`src/core/sts_pkg.sv`:
```
// Purpose: Constants, types and helpers for the self-test supervisor.
// Assumes: 20 MHz core clock; measurements arrive as unsigned millivolts.
// Notes: Flag vectors hold one bit per self-test, indexed by FLG_*.
package sts_pkg;

    // Clock rate
    localparam longint unsigned CLK_HZ = 64'h131_2d00;

    // Self-test flag positions
    localparam int NFLG = 8;
    localparam int NCH = 8;
    localparam int FLG_CHAN = 0;
    localparam int FLG_GND_OFS = 1;
    localparam int FLG_S5 = 2;
    localparam int FLG_S15 = 3;
    localparam int FLG_RAM = 4;
    localparam int FLG_ROM = 5;
    localparam int FLG_SET = 6;
    localparam int FLG_ADC = 7;

    // Action masks per flag position
    localparam logic [7:0] PROT_MASK = 8'hfc;
    localparam logic [7:0] CTRL_MASK = 8'h74;
    localparam logic [7:0] PERM_MASK = 8'hfc;
    localparam logic [7:0] PULSE_MASK = 8'h03;

    // Offset limits in mV
    localparam logic [15:0] OFS_WARN_MV = 16'h0032;
    localparam logic [15:0] OFS_FAIL_MV = 16'h004b;

    // Supply nominals and deviation limits in mV
    localparam logic [15:0] S5_NOM_MV = 16'h1388;
    localparam logic [15:0] S5_WARN_MV = 16'h012c;
    localparam logic [15:0] S5_FAIL_MV = 16'h0190;
    localparam logic [15:0] S15_NOM_MV = 16'h3a98;
    localparam logic [15:0] S15_WARN_MV = 16'h0320;
    localparam logic [15:0] S15_FAIL_MV = 16'h04b0;

    // Timing
    localparam longint unsigned ALARM_PULSE_MS = 64'h3e8;
    localparam longint unsigned ALARM_PULSE_CYC = CLK_HZ / 64'h3e8 * ALARM_PULSE_MS;
    localparam longint unsigned PERIOD_S = 64'h78;
    localparam longint unsigned PERIOD_CYC = CLK_HZ * PERIOD_S;
    localparam longint unsigned ADC_TIMEOUT_US = 64'h32;
    localparam longint unsigned ADC_TIMEOUT_CYC = CLK_HZ / 64'hf_4240 * ADC_TIMEOUT_US;
    localparam logic [9:0] ADC_TIMEOUT_CNT = 10'(ADC_TIMEOUT_CYC - 64'h1);

    // Reset values
    localparam logic [7:0] FLAGS_RST = 8'h00;
    localparam logic [15:0] ADDR_RST = 16'h0000;

    // Sequencer states
    typedef enum logic [1:0] {
        ST_IDLE = 2'b00,
        ST_ADC = 2'b01,
        ST_EVAL = 2'b10
    } sts_state_t;

    // Absolute deviation of a reading from nominal
    function automatic logic [15:0] sts_dev(input logic [15:0] meas, input logic [15:0] nom);
        sts_dev = (meas > nom) ? meas - nom : nom - meas;
    endfunction : sts_dev

    // Grade a value: bit1 failure, bit0 warning
    function automatic logic [1:0] sts_grade(input logic [15:0] val, input logic [15:0] warn,
                                             input logic [15:0] fail);
        sts_grade = {val > fail, val > warn};
    endfunction : sts_grade

endpackage : sts_pkg

```
`src/core/sts_supervisor.sv`:
```
// Purpose: Self-test supervisor: runs checks, grades results, drives alarm and disables.
// Assumes: Measurement inputs come from logic on core_clk and are stable during a run.
// Notes: Failures latch until reset; warnings follow the latest run.
`timescale 1ns/1ps

// Functional notes
// - Request a status message whenever any self-test result changes.
// - Close the alarm contact when any self-test fails.
// - Certain failures disable control, set driver port to input, block outputs.
// - Run all tests at power-up and before new settings become active.
// - Repeat the tests periodically, at most a few minutes apart.
// - Channel offset warns above 50 mV and fails above 75 mV.
// - The 5 V supply warns beyond 0.3 V and fails beyond 0.4 V.
// - The 15 V rails warn beyond 0.8 V, fail beyond 1.2 V; protection only.
// - 5 V failure blocks outputs, disables protection and control, holds alarm.
// - RAM test has no warning; failure reports address, disables all, holds alarm.
// - ROM checksum mismatch fails, disables protection and control, holds alarm.
// - Slow or missing conversion fails; protection off, control kept, alarm.
// - Grounded converter input offset warns above 50 mV, fails above 75 mV.
// - Offset failure pulses the alarm for one second without disabling anything.
// - Differing setting images fail, disable protection and control, hold alarm.
// - Warnings neither close the alarm nor disable any function.
module sts_supervisor
    import sts_pkg::*;
#(
    parameter logic [31:0] PERIOD_CYCLES = 32'(PERIOD_CYC),
    parameter logic [31:0] ALARM_PULSE_CYCLES = 32'(ALARM_PULSE_CYC)
) (
    input wire logic core_clk,
    input wire logic reset,
    input wire logic settings_apply_req,
    input wire logic [7:0] chan_offset_mv [NCH],
    input wire logic [7:0] master_offset_mv,
    input wire logic [15:0] supply_5v_mv,
    input wire logic [15:0] supply_pos15_mv,
    input wire logic [15:0] supply_neg15_mv,
    input wire logic ram_error,
    input wire logic [15:0] ram_error_addr,
    input wire logic [15:0] rom_sum_calc,
    input wire logic [15:0] rom_sum_stored,
    input wire logic [31:0] setting_image_a,
    input wire logic [31:0] setting_image_b,
    input wire logic adc_done,
    output logic adc_start,
    output logic test_busy,
    output logic settings_enable,
    output logic status_req,
    output logic alarm_contact,
    output logic protect_disable,
    output logic control_disable,
    output logic driver_input_mode,
    output logic outputs_blocked,
    output logic [7:0] warn_flags,
    output logic [7:0] fail_flags,
    output logic [15:0] ram_fault_addr
);

    sts_state_t state;
    sts_state_t next_state;
    logic run_pending;
    logic apply_pending;
    logic adc_bad;
    logic [9:0] adc_cnt;
    logic [31:0] period_cnt;
    logic [31:0] pulse_cnt;
    logic [1:0] g_chan;
    logic [1:0] g_gnd;
    logic [1:0] g_s5;
    logic [1:0] g_s15;
    logic [1:0] g_s15p;
    logic [1:0] g_s15n;
    logic [7:0] run_warn;
    logic [7:0] run_fail;
    logic [7:0] next_warn;
    logic [7:0] next_fail;
    logic evaluating;
    logic period_hit;
    logic flags_change;
    logic pulse_fire;

    // worst grade over all analog channels
    always_comb begin
        g_chan = 2'b00;
        for (int i = 0; i < NCH; i++) begin
            g_chan = g_chan | sts_grade({8'h00, chan_offset_mv[i]}, OFS_WARN_MV, OFS_FAIL_MV);
        end
    end

    assign g_gnd = sts_grade({8'h00, master_offset_mv}, OFS_WARN_MV, OFS_FAIL_MV);
    assign g_s5 = sts_grade(sts_dev(supply_5v_mv, S5_NOM_MV), S5_WARN_MV, S5_FAIL_MV);
    // both 15 V rails, negative one as magnitude
    assign g_s15p = sts_grade(sts_dev(supply_pos15_mv, S15_NOM_MV), S15_WARN_MV, S15_FAIL_MV);
    assign g_s15n = sts_grade(sts_dev(supply_neg15_mv, S15_NOM_MV), S15_WARN_MV, S15_FAIL_MV);
    assign g_s15 = g_s15p | g_s15n;

    assign run_warn = {4'h0, g_s15[0], g_s5[0], g_gnd[0], g_chan[0]};
    assign run_fail = {adc_bad, setting_image_a != setting_image_b,
                       rom_sum_calc != rom_sum_stored, ram_error,
                       g_s15[1], g_s5[1], g_gnd[1], g_chan[1]};

    // failures accumulate; warnings track latest run
    assign evaluating = (state == ST_EVAL);
    assign next_fail = fail_flags | (evaluating ? run_fail : FLAGS_RST);
    assign next_warn = evaluating ? (run_warn & ~run_fail) : warn_flags;
    assign flags_change = evaluating && ({next_warn, next_fail} != {warn_flags, fail_flags});
    // each detected offset failure retriggers the pulse
    assign pulse_fire = evaluating && ((run_fail & PULSE_MASK) != FLAGS_RST);
    assign period_hit = (period_cnt == 32'h0000_0000);

    // Sequencer transitions
    always_comb begin
        next_state = state;
        case (state)
            ST_IDLE: begin
                if (run_pending) begin
                    next_state = ST_ADC;
                end
            end
            ST_ADC: begin
                if (adc_done || adc_cnt == 10'h000) begin
                    next_state = ST_EVAL;
                end
            end
            ST_EVAL: begin
                next_state = ST_IDLE;
            end
            default: begin
                next_state = ST_IDLE;
            end
        endcase
    end

    // State register and run requests
    always_ff @(posedge core_clk) begin
        if (reset) begin
            state <= ST_IDLE;
            run_pending <= 1'b1;
            apply_pending <= 1'b0;
        end else begin
            state <= next_state;
            // new settings and period both request a run
            run_pending <= (run_pending && state != ST_IDLE) || settings_apply_req || period_hit;
            apply_pending <= settings_apply_req || (apply_pending && !evaluating);
        end
    end

    // conversion timer, timeout counts as failure
    always_ff @(posedge core_clk) begin
        if (reset) begin
            adc_cnt <= ADC_TIMEOUT_CNT;
            adc_bad <= 1'b0;
        end else if (state == ST_IDLE) begin
            adc_cnt <= ADC_TIMEOUT_CNT;
        end else if (state == ST_ADC) begin
            adc_cnt <= adc_cnt - 10'h001;
            adc_bad <= !adc_done && (adc_cnt == 10'h000);
        end
    end

    always_ff @(posedge core_clk) begin
        if (reset) begin
            period_cnt <= PERIOD_CYCLES - 32'h0000_0001;
            pulse_cnt <= 32'h0000_0000;
        end else begin
            period_cnt <= period_hit ? PERIOD_CYCLES - 32'h0000_0001 : period_cnt - 32'h0000_0001;
            if (pulse_fire) begin
                pulse_cnt <= ALARM_PULSE_CYCLES;
            end else if (pulse_cnt != 32'h0000_0000) begin
                pulse_cnt <= pulse_cnt - 32'h0000_0001;
            end
        end
    end

    // Flags, RAM address and sequencing strobes
    always_ff @(posedge core_clk) begin
        if (reset) begin
            warn_flags <= FLAGS_RST;
            fail_flags <= FLAGS_RST;
            ram_fault_addr <= ADDR_RST;
            status_req <= 1'b0;
            adc_start <= 1'b0;
            settings_enable <= 1'b0;
            test_busy <= 1'b0;
        end else begin
            warn_flags <= next_warn;
            fail_flags <= next_fail;
            if (evaluating && ram_error && !fail_flags[FLG_RAM]) begin
                ram_fault_addr <= ram_error_addr;
            end
            status_req <= flags_change;
            adc_start <= (state == ST_IDLE) && run_pending;
            settings_enable <= evaluating && apply_pending;
            test_busy <= (next_state != ST_IDLE);
        end
    end

    // action outputs from latched failures and the offset alarm pulse timer
    always_ff @(posedge core_clk) begin
        if (reset) begin
            alarm_contact <= 1'b0;
            protect_disable <= 1'b0;
            control_disable <= 1'b0;
            driver_input_mode <= 1'b0;
            outputs_blocked <= 1'b0;
        end else begin
            alarm_contact <= ((fail_flags & PERM_MASK) != FLAGS_RST)
                             || (pulse_cnt != 32'h0000_0000);
            protect_disable <= (fail_flags & PROT_MASK) != FLAGS_RST;
            // control off, driver port input, outputs blocked
            control_disable <= (fail_flags & CTRL_MASK) != FLAGS_RST;
            driver_input_mode <= (fail_flags & CTRL_MASK) != FLAGS_RST;
            outputs_blocked <= (fail_flags & CTRL_MASK) != FLAGS_RST;
        end
    end

    // Checks on the supervisor behaviour
    chk_status_change: assert property (@(posedge core_clk) disable iff (reset)
        flags_change |=> status_req)
        else $error("status request missing after flag change");

    chk_alarm_perm: assert property (@(posedge core_clk) disable iff (reset)
        ((fail_flags & PERM_MASK) != FLAGS_RST) |=> alarm_contact)
        else $error("alarm open while failure latched");

    chk_output_block: assert property (@(posedge core_clk) disable iff (reset)
        ((fail_flags & CTRL_MASK) != FLAGS_RST)
        |=> (control_disable && outputs_blocked && driver_input_mode))
        else $error("outputs not blocked while control disabled");

    chk_apply_run: assert property (@(posedge core_clk) disable iff (reset)
        (settings_apply_req && state == ST_IDLE && !run_pending) |-> ##2 adc_start)
        else $error("no run before settings apply");

    chk_period_run: assert property (@(posedge core_clk) disable iff (reset)
        (period_hit && state == ST_IDLE && !run_pending) |-> ##[1:2] adc_start)
        else $error("no periodic run");

    chk_chan_fail: assert property (@(posedge core_clk) disable iff (reset)
        (evaluating && g_chan[1]) |=> fail_flags[FLG_CHAN])
        else $error("channel offset failure not latched");

    chk_s15_scope: assert property (@(posedge core_clk) disable iff (reset)
        (fail_flags == 8'h08) |=> (protect_disable && !control_disable))
        else $error("15 V failure action wrong");

    chk_adc_timeout: assert property (@(posedge core_clk) disable iff (reset)
        (state == ST_ADC && adc_cnt == 10'h000 && !adc_done) |=> ##1 fail_flags[FLG_ADC])
        else $error("conversion timeout not flagged");

    chk_offset_pulse: assert property (@(posedge core_clk) disable iff (reset)
        pulse_fire |-> ##2 alarm_contact [*8])
        else $error("offset alarm pulse missing");

    chk_warn_quiet: assert property (@(posedge core_clk) disable iff (reset)
        (fail_flags == FLAGS_RST && $past(fail_flags) == FLAGS_RST)
        |=> (!protect_disable && !control_disable && !alarm_contact))
        else $error("warning disabled a function");

    chk_fail_sticky: assert property (@(posedge core_clk) disable iff (reset)
        ((fail_flags & $past(fail_flags)) == $past(fail_flags)))
        else $error("latched failure cleared");

    chk_s5_fail: assert property (@(posedge core_clk) disable iff (reset)
        (evaluating && g_s5[1]) |=> (fail_flags[FLG_S5] && !warn_flags[FLG_S5]))
        else $error("5 V failure not latched");

    chk_s5_block: assert property (@(posedge core_clk) disable iff (reset)
        fail_flags[FLG_S5] |=> (outputs_blocked && driver_input_mode && protect_disable
                                && control_disable && alarm_contact))
        else $error("5 V failure actions missing");

    chk_ram_addr: assert property (@(posedge core_clk) disable iff (reset)
        (evaluating && ram_error && !fail_flags[FLG_RAM])
        |=> (fail_flags[FLG_RAM] && ram_fault_addr == $past(ram_error_addr)))
        else $error("RAM failure address not captured");

    chk_rom_fail: assert property (@(posedge core_clk) disable iff (reset)
        (evaluating && rom_sum_calc != rom_sum_stored) |=> fail_flags[FLG_ROM])
        else $error("checksum mismatch not latched");

    chk_adc_scope: assert property (@(posedge core_clk) disable iff (reset)
        (fail_flags == 8'h80) |=> (protect_disable && !control_disable && alarm_contact))
        else $error("converter failure action wrong");

    chk_gnd_fail: assert property (@(posedge core_clk) disable iff (reset)
        (evaluating && g_gnd[1]) |=> (fail_flags[FLG_GND_OFS] && !warn_flags[FLG_GND_OFS]))
        else $error("grounded input offset failure not latched");

    chk_image_fail: assert property (@(posedge core_clk) disable iff (reset)
        (evaluating && setting_image_a != setting_image_b) |=> fail_flags[FLG_SET])
        else $error("setting image mismatch not latched");

    chk_settings_gate: assert property (@(posedge core_clk) disable iff (reset)
        settings_enable |-> $past(evaluating))
        else $error("settings enabled without a finished run");

endmodule : sts_supervisor

```
`config.mk`:
```
export PLATFORM = sky130hd
export DESIGN_NAME = sts_supervisor
export DESIGN_NICKNAME = d
export VERILOG_FILES = /design/src/core/sts_pkg.sv /design/src/core/sts_supervisor.sv
export SDC_FILE = /design/constraint.sdc
export NUM_CORES = 1
export LEC_CHECK = 0
export BUFFER_PORTS_ARGS = -buffer_cell sky130_fd_sc_hd__buf_2
export CAP_MARGIN = 30
export CORE_ASPECT_RATIO = 1.5
export CORE_MARGIN = 3
export CORE_UTILIZATION = 51
export CTS_BUF_LIST = sky130_fd_sc_hd__clkbuf_16
export DETAILED_ROUTE_END_ITERATION = 16
export GPL_TIMING_DRIVEN = 0
export HOLD_SLACK_MARGIN = 0.1
export PLACE_DENSITY_LB_ADDON = 0.12
export SLEW_MARGIN = 20
export SYNTH_ARGS = -nofsm -noshare
export SYNTH_HDL_FRONTEND = slang
export SYNTH_SLANG_ARGS = --single-unit
```
`constraint.sdc`:
```
create_clock -name core_clk -period 4.3 [get_ports core_clk]
set_input_delay 1.29 -clock core_clk [delete_from_list [all_inputs] [get_ports core_clk]]
set_output_delay 1.29 -clock core_clk [all_outputs]
set_load 0.02 [all_outputs]
```
==> summary.md <==
| Metric | Value |
|---|---|
| Top_reg_cell synth | `dfxtp_1` |
| Design Power | `~0.004 W` |
| Static Leakage | `slightly above 4 nW` |
| Vias | `8600` |
| Latest clock arrival within the worst-skew pair | `around 410 ps` |
| PortBufs | `~270` |
| Initial antenna violation count | `0` |
| Syn_area_per_cell | `slightly below 8 um^2` |
| WL/cell | `16.69 um` |
| Slowest-stage cell, CP | `nor4_1` |
| Cell row count | `55` |
| Sequential share of the synthesized area | `between 20% and 30%` |
| Rel. slew slack | `52.02%` |
| P per Cell Area | `approximately 400 nW/um^2` |
| Crit path max fanout | `8` |
| CP delay by family, top | `simple AND/OR/NAND/NOR gates` |
| Netlist cell types | `86` |
| WP data arrival | `approximately 4300 ps` |
| Final wirelength | `approximately 25 mm` |
| CTS root buffer | `clkbuf_16` |
| Cell Area, Synth | `around 8000 um^2` |
| WP buf/inv | `2` |
| Top cell by count, worst path | `xnor2_1` |
| Fill cells | `around 1400` |
| Remaining antenna violation count | `0` |
| Die Y | `~160 um` |
| Clock skew | `about 5.8 ps` |
| CTS H-Tree Depth | `4` |
| Area Growth Syn to Fin | `27.46%` |
| Post-CTS Hold Buffers | `0` |
| F_max | `around 0.25 GHz` |
| Num CTS Buffers | `17` |
| Post-route DRC | `0` |
| Remaining Overflow, GRT | `0` |
| GRT Overall Usage | `28.68%` |
| FF+latch count, synth | `approximately 120` |
| Slew Limit Fails | `0` |
| Setup violators final | `0` |
| Hold Vio Cnt, Final | `0` |
| First-pass iteration count of the detailed router | `5` |
| Post-CTS sizing | `0` |
| Capturing element type of the critical path | `flop` |
| Crit Path Category | `input port to flop` |
| Warnings, synthesis | `0` |
| Worst setup SP type | `input port` |
| Ys async rst share | `0%` |
| Worst Hold Class | `flop to flop` |
| Clk sink count | `118` |
| Status | `finished clean` |
| Placed insts | `approximately 1500` |
| Most common cell after layout, fill and taps aside | `buf_2` |
| Hpwl dp | `about 20 mm` |
| Critical path, cell by cell | `buf_2 -> nor4_1 -> o21ai_1 -> or2_2 -> clkbuf_1 -> xnor2_1 -> a221o_1 -> nor4b_2 -> nand4b_1 -> xnor2_1 -> o21ai_0 -> nand3_1` |
| Register area | `roughly 2400 um^2` |
| Tmin final | `~4000 ps` |
| WP data required | `roughly 4600 ps` |
| Post CTS Setup Buffer Count | `0` |
| GPL Wtd Cong | `just under 1` |
| Synth Net Count | `1260` |
| Starting density of the core | `52.28%` |
| Die width | `107.7 um` |
| Crit-path max cell delay | `roughly 570 ps` |
| Synthesized netlist cell count | `a little over 1000` |
| Die ar. | `roughly 17000 um^2` |
| Maxcap violations | `0` |
| Non-filler instance count after layout | `1512` |
| Largest net degree at the start of global routing | `17` |
| Area of the multi-input gates | `5269 um^2` |
| TritonCTS clock tree | `built` |
| Vias in the first global route | `slightly above 8000` |
| Slew @ Worst Pin | `~710 ps` |
| Boundary Pins | `around 280` |
| Leading cell types in the layout, fill and taps excluded | `buf_2 (274), dfxtp_1 (118), nand2_1 (114), nor2_1 (103), xnor2_1 (85)` |
| Final Cycle Share | `~93%` |
| Clock Tree Buf Depth | `2` |
| Worst VDD drop | `0.0003995 V` |
| Clock slew at reported path FFs | `50 ps` |
| First-pass GRT wire length | `39.33 mm` |
| RSZ-0062 raised after global routing | `no` |
| Via density | `between 5 and 6` |
| Final #Nets | `between 1500 and 2000` |
| Share of layout cells above drive strength 1 | `between 20% and 30%` |
| 1st-iter DRT viols | `500` |
| EDFF count, synth | `0` |
| CORE AREA | `15140 um^2` |
-- flip-flops by register name, indices dropped and copies added (netlist names) --
signal,flops
state,2
test_busy,1
protect_disable,1
outputs_blocked,1
adc_cnt,10
period_cnt,32
alarm_contact,1
adc_bad,1
apply_pending,1
adc_start,1
pulse_cnt,32
ram_fault_addr,16
status_req,1
fail_flags,8
warn_flags,8
run_pending,1
settings_enable,1
-- stage by stage --
step	util (%)	TNS, ps	hold slack (ps)	worst slack (ps)	cell area [um^2]
after detailed placement	62.72	-81.15	386.5	-81.15	9495
after global routing	66.60	0	427.6	17.76	10080
after CTS	66.60	0	399.5	336.9	10080
after floorplan	-	0	367.1	578.3	7915
after global placement	62.72	-114.9	376.9	-114.9	9495
final	66.64	0	398.2	296.7	10090
-- synth_stat cells (13+ instances only) --
master	instances	area (um^2)
clkbuf_1	32	120.1
nand2_1	114	427.9
nor3_1	51	255.2
inv_1	19	71.32
nor4_1	30	187.7
nor2_1	103	386.6
nand3_1	33	165.2
nand4_1	17	106.4
xor2_1	39	341.6
a211o_1	20	175.2
or4_1	15	112.6
dfxtp_1	118	2362
a21oi_1	62	310.3
or3_1	16	100.1
and2_1	13	81.33
o211ai_1	14	105.1
nand2b_1	14	87.58
xnor2_1	85	744.5
o21ai_0	27	135.1
-- worst reg2reg max path: cells and delay by family, from the launching register on --
family,cells,cell delay (ps)
DFF,1,320
AOI/OAI and AO/OA,1,220
buffers and inverters,1,410
and+or+nand+nor,5,1890
-- path summary, 6_finish.rpt --
check                      startpoint                   endpoint  slack, ps  depth (start not counted)
min reg2reg  period_cnt[0]$_SDFF_PP1_   period_cnt[0]$_SDFF_PP1_        400                          1
max                   supply_5v_mv[6]      status_req$_SDFF_PP0_        300                         12
max reg2reg  period_cnt[8]$_SDFF_PP1_  period_cnt[20]$_SDFF_PP0_       1320                          7
min          period_cnt[0]$_SDFF_PP1_   period_cnt[0]$_SDFF_PP1_        400                          1
-- area by class of cell --
class | count | area share (%)
Clock inverter | 15 | 1.612
Timing Repair Buffer | 266 | 13.20
Tap cell | 199 | 2.468
Sequential cell | 118 | 23.42
Clock buffer | 17 | 4.217
Antenna cell | 2 | 0.04961
Inverter | 19 | 0.7069
Multi-Input combinational cell | 829 | 52.23
Buffer | 47 | 2.108
-- report_power, final --
part	internal (W)	total (W)	switching (W)
clock network	0.000900	0.00140	0.000496
logic	0.000551	0.00123	0.000682
registers	0.00124	0.00136	0.000121
-- per-layer routing --
layer	part of all wire, %	track usage [%]
met4	1.5	7.401
met2	49	50.50
met1	42	35.40
met5	0	0
met3	7.0	6.288
-- cell families after synthesis --
group                    Yosys count  share of synthesized area (%)
buffers and inverters             66                          3.588
AO/OA/AOI/OAI                    218                          19.33
adder cells (fa/ha/maj)           10                          1.581
AND/OR/NAND/NOR                  470                          31.05
flip-flops                       118                          29.85
multiplexers                       7                         0.8853
XOR/XNOR                         124                          13.72
Note: power is estimated with default switching activity, not from simulation.
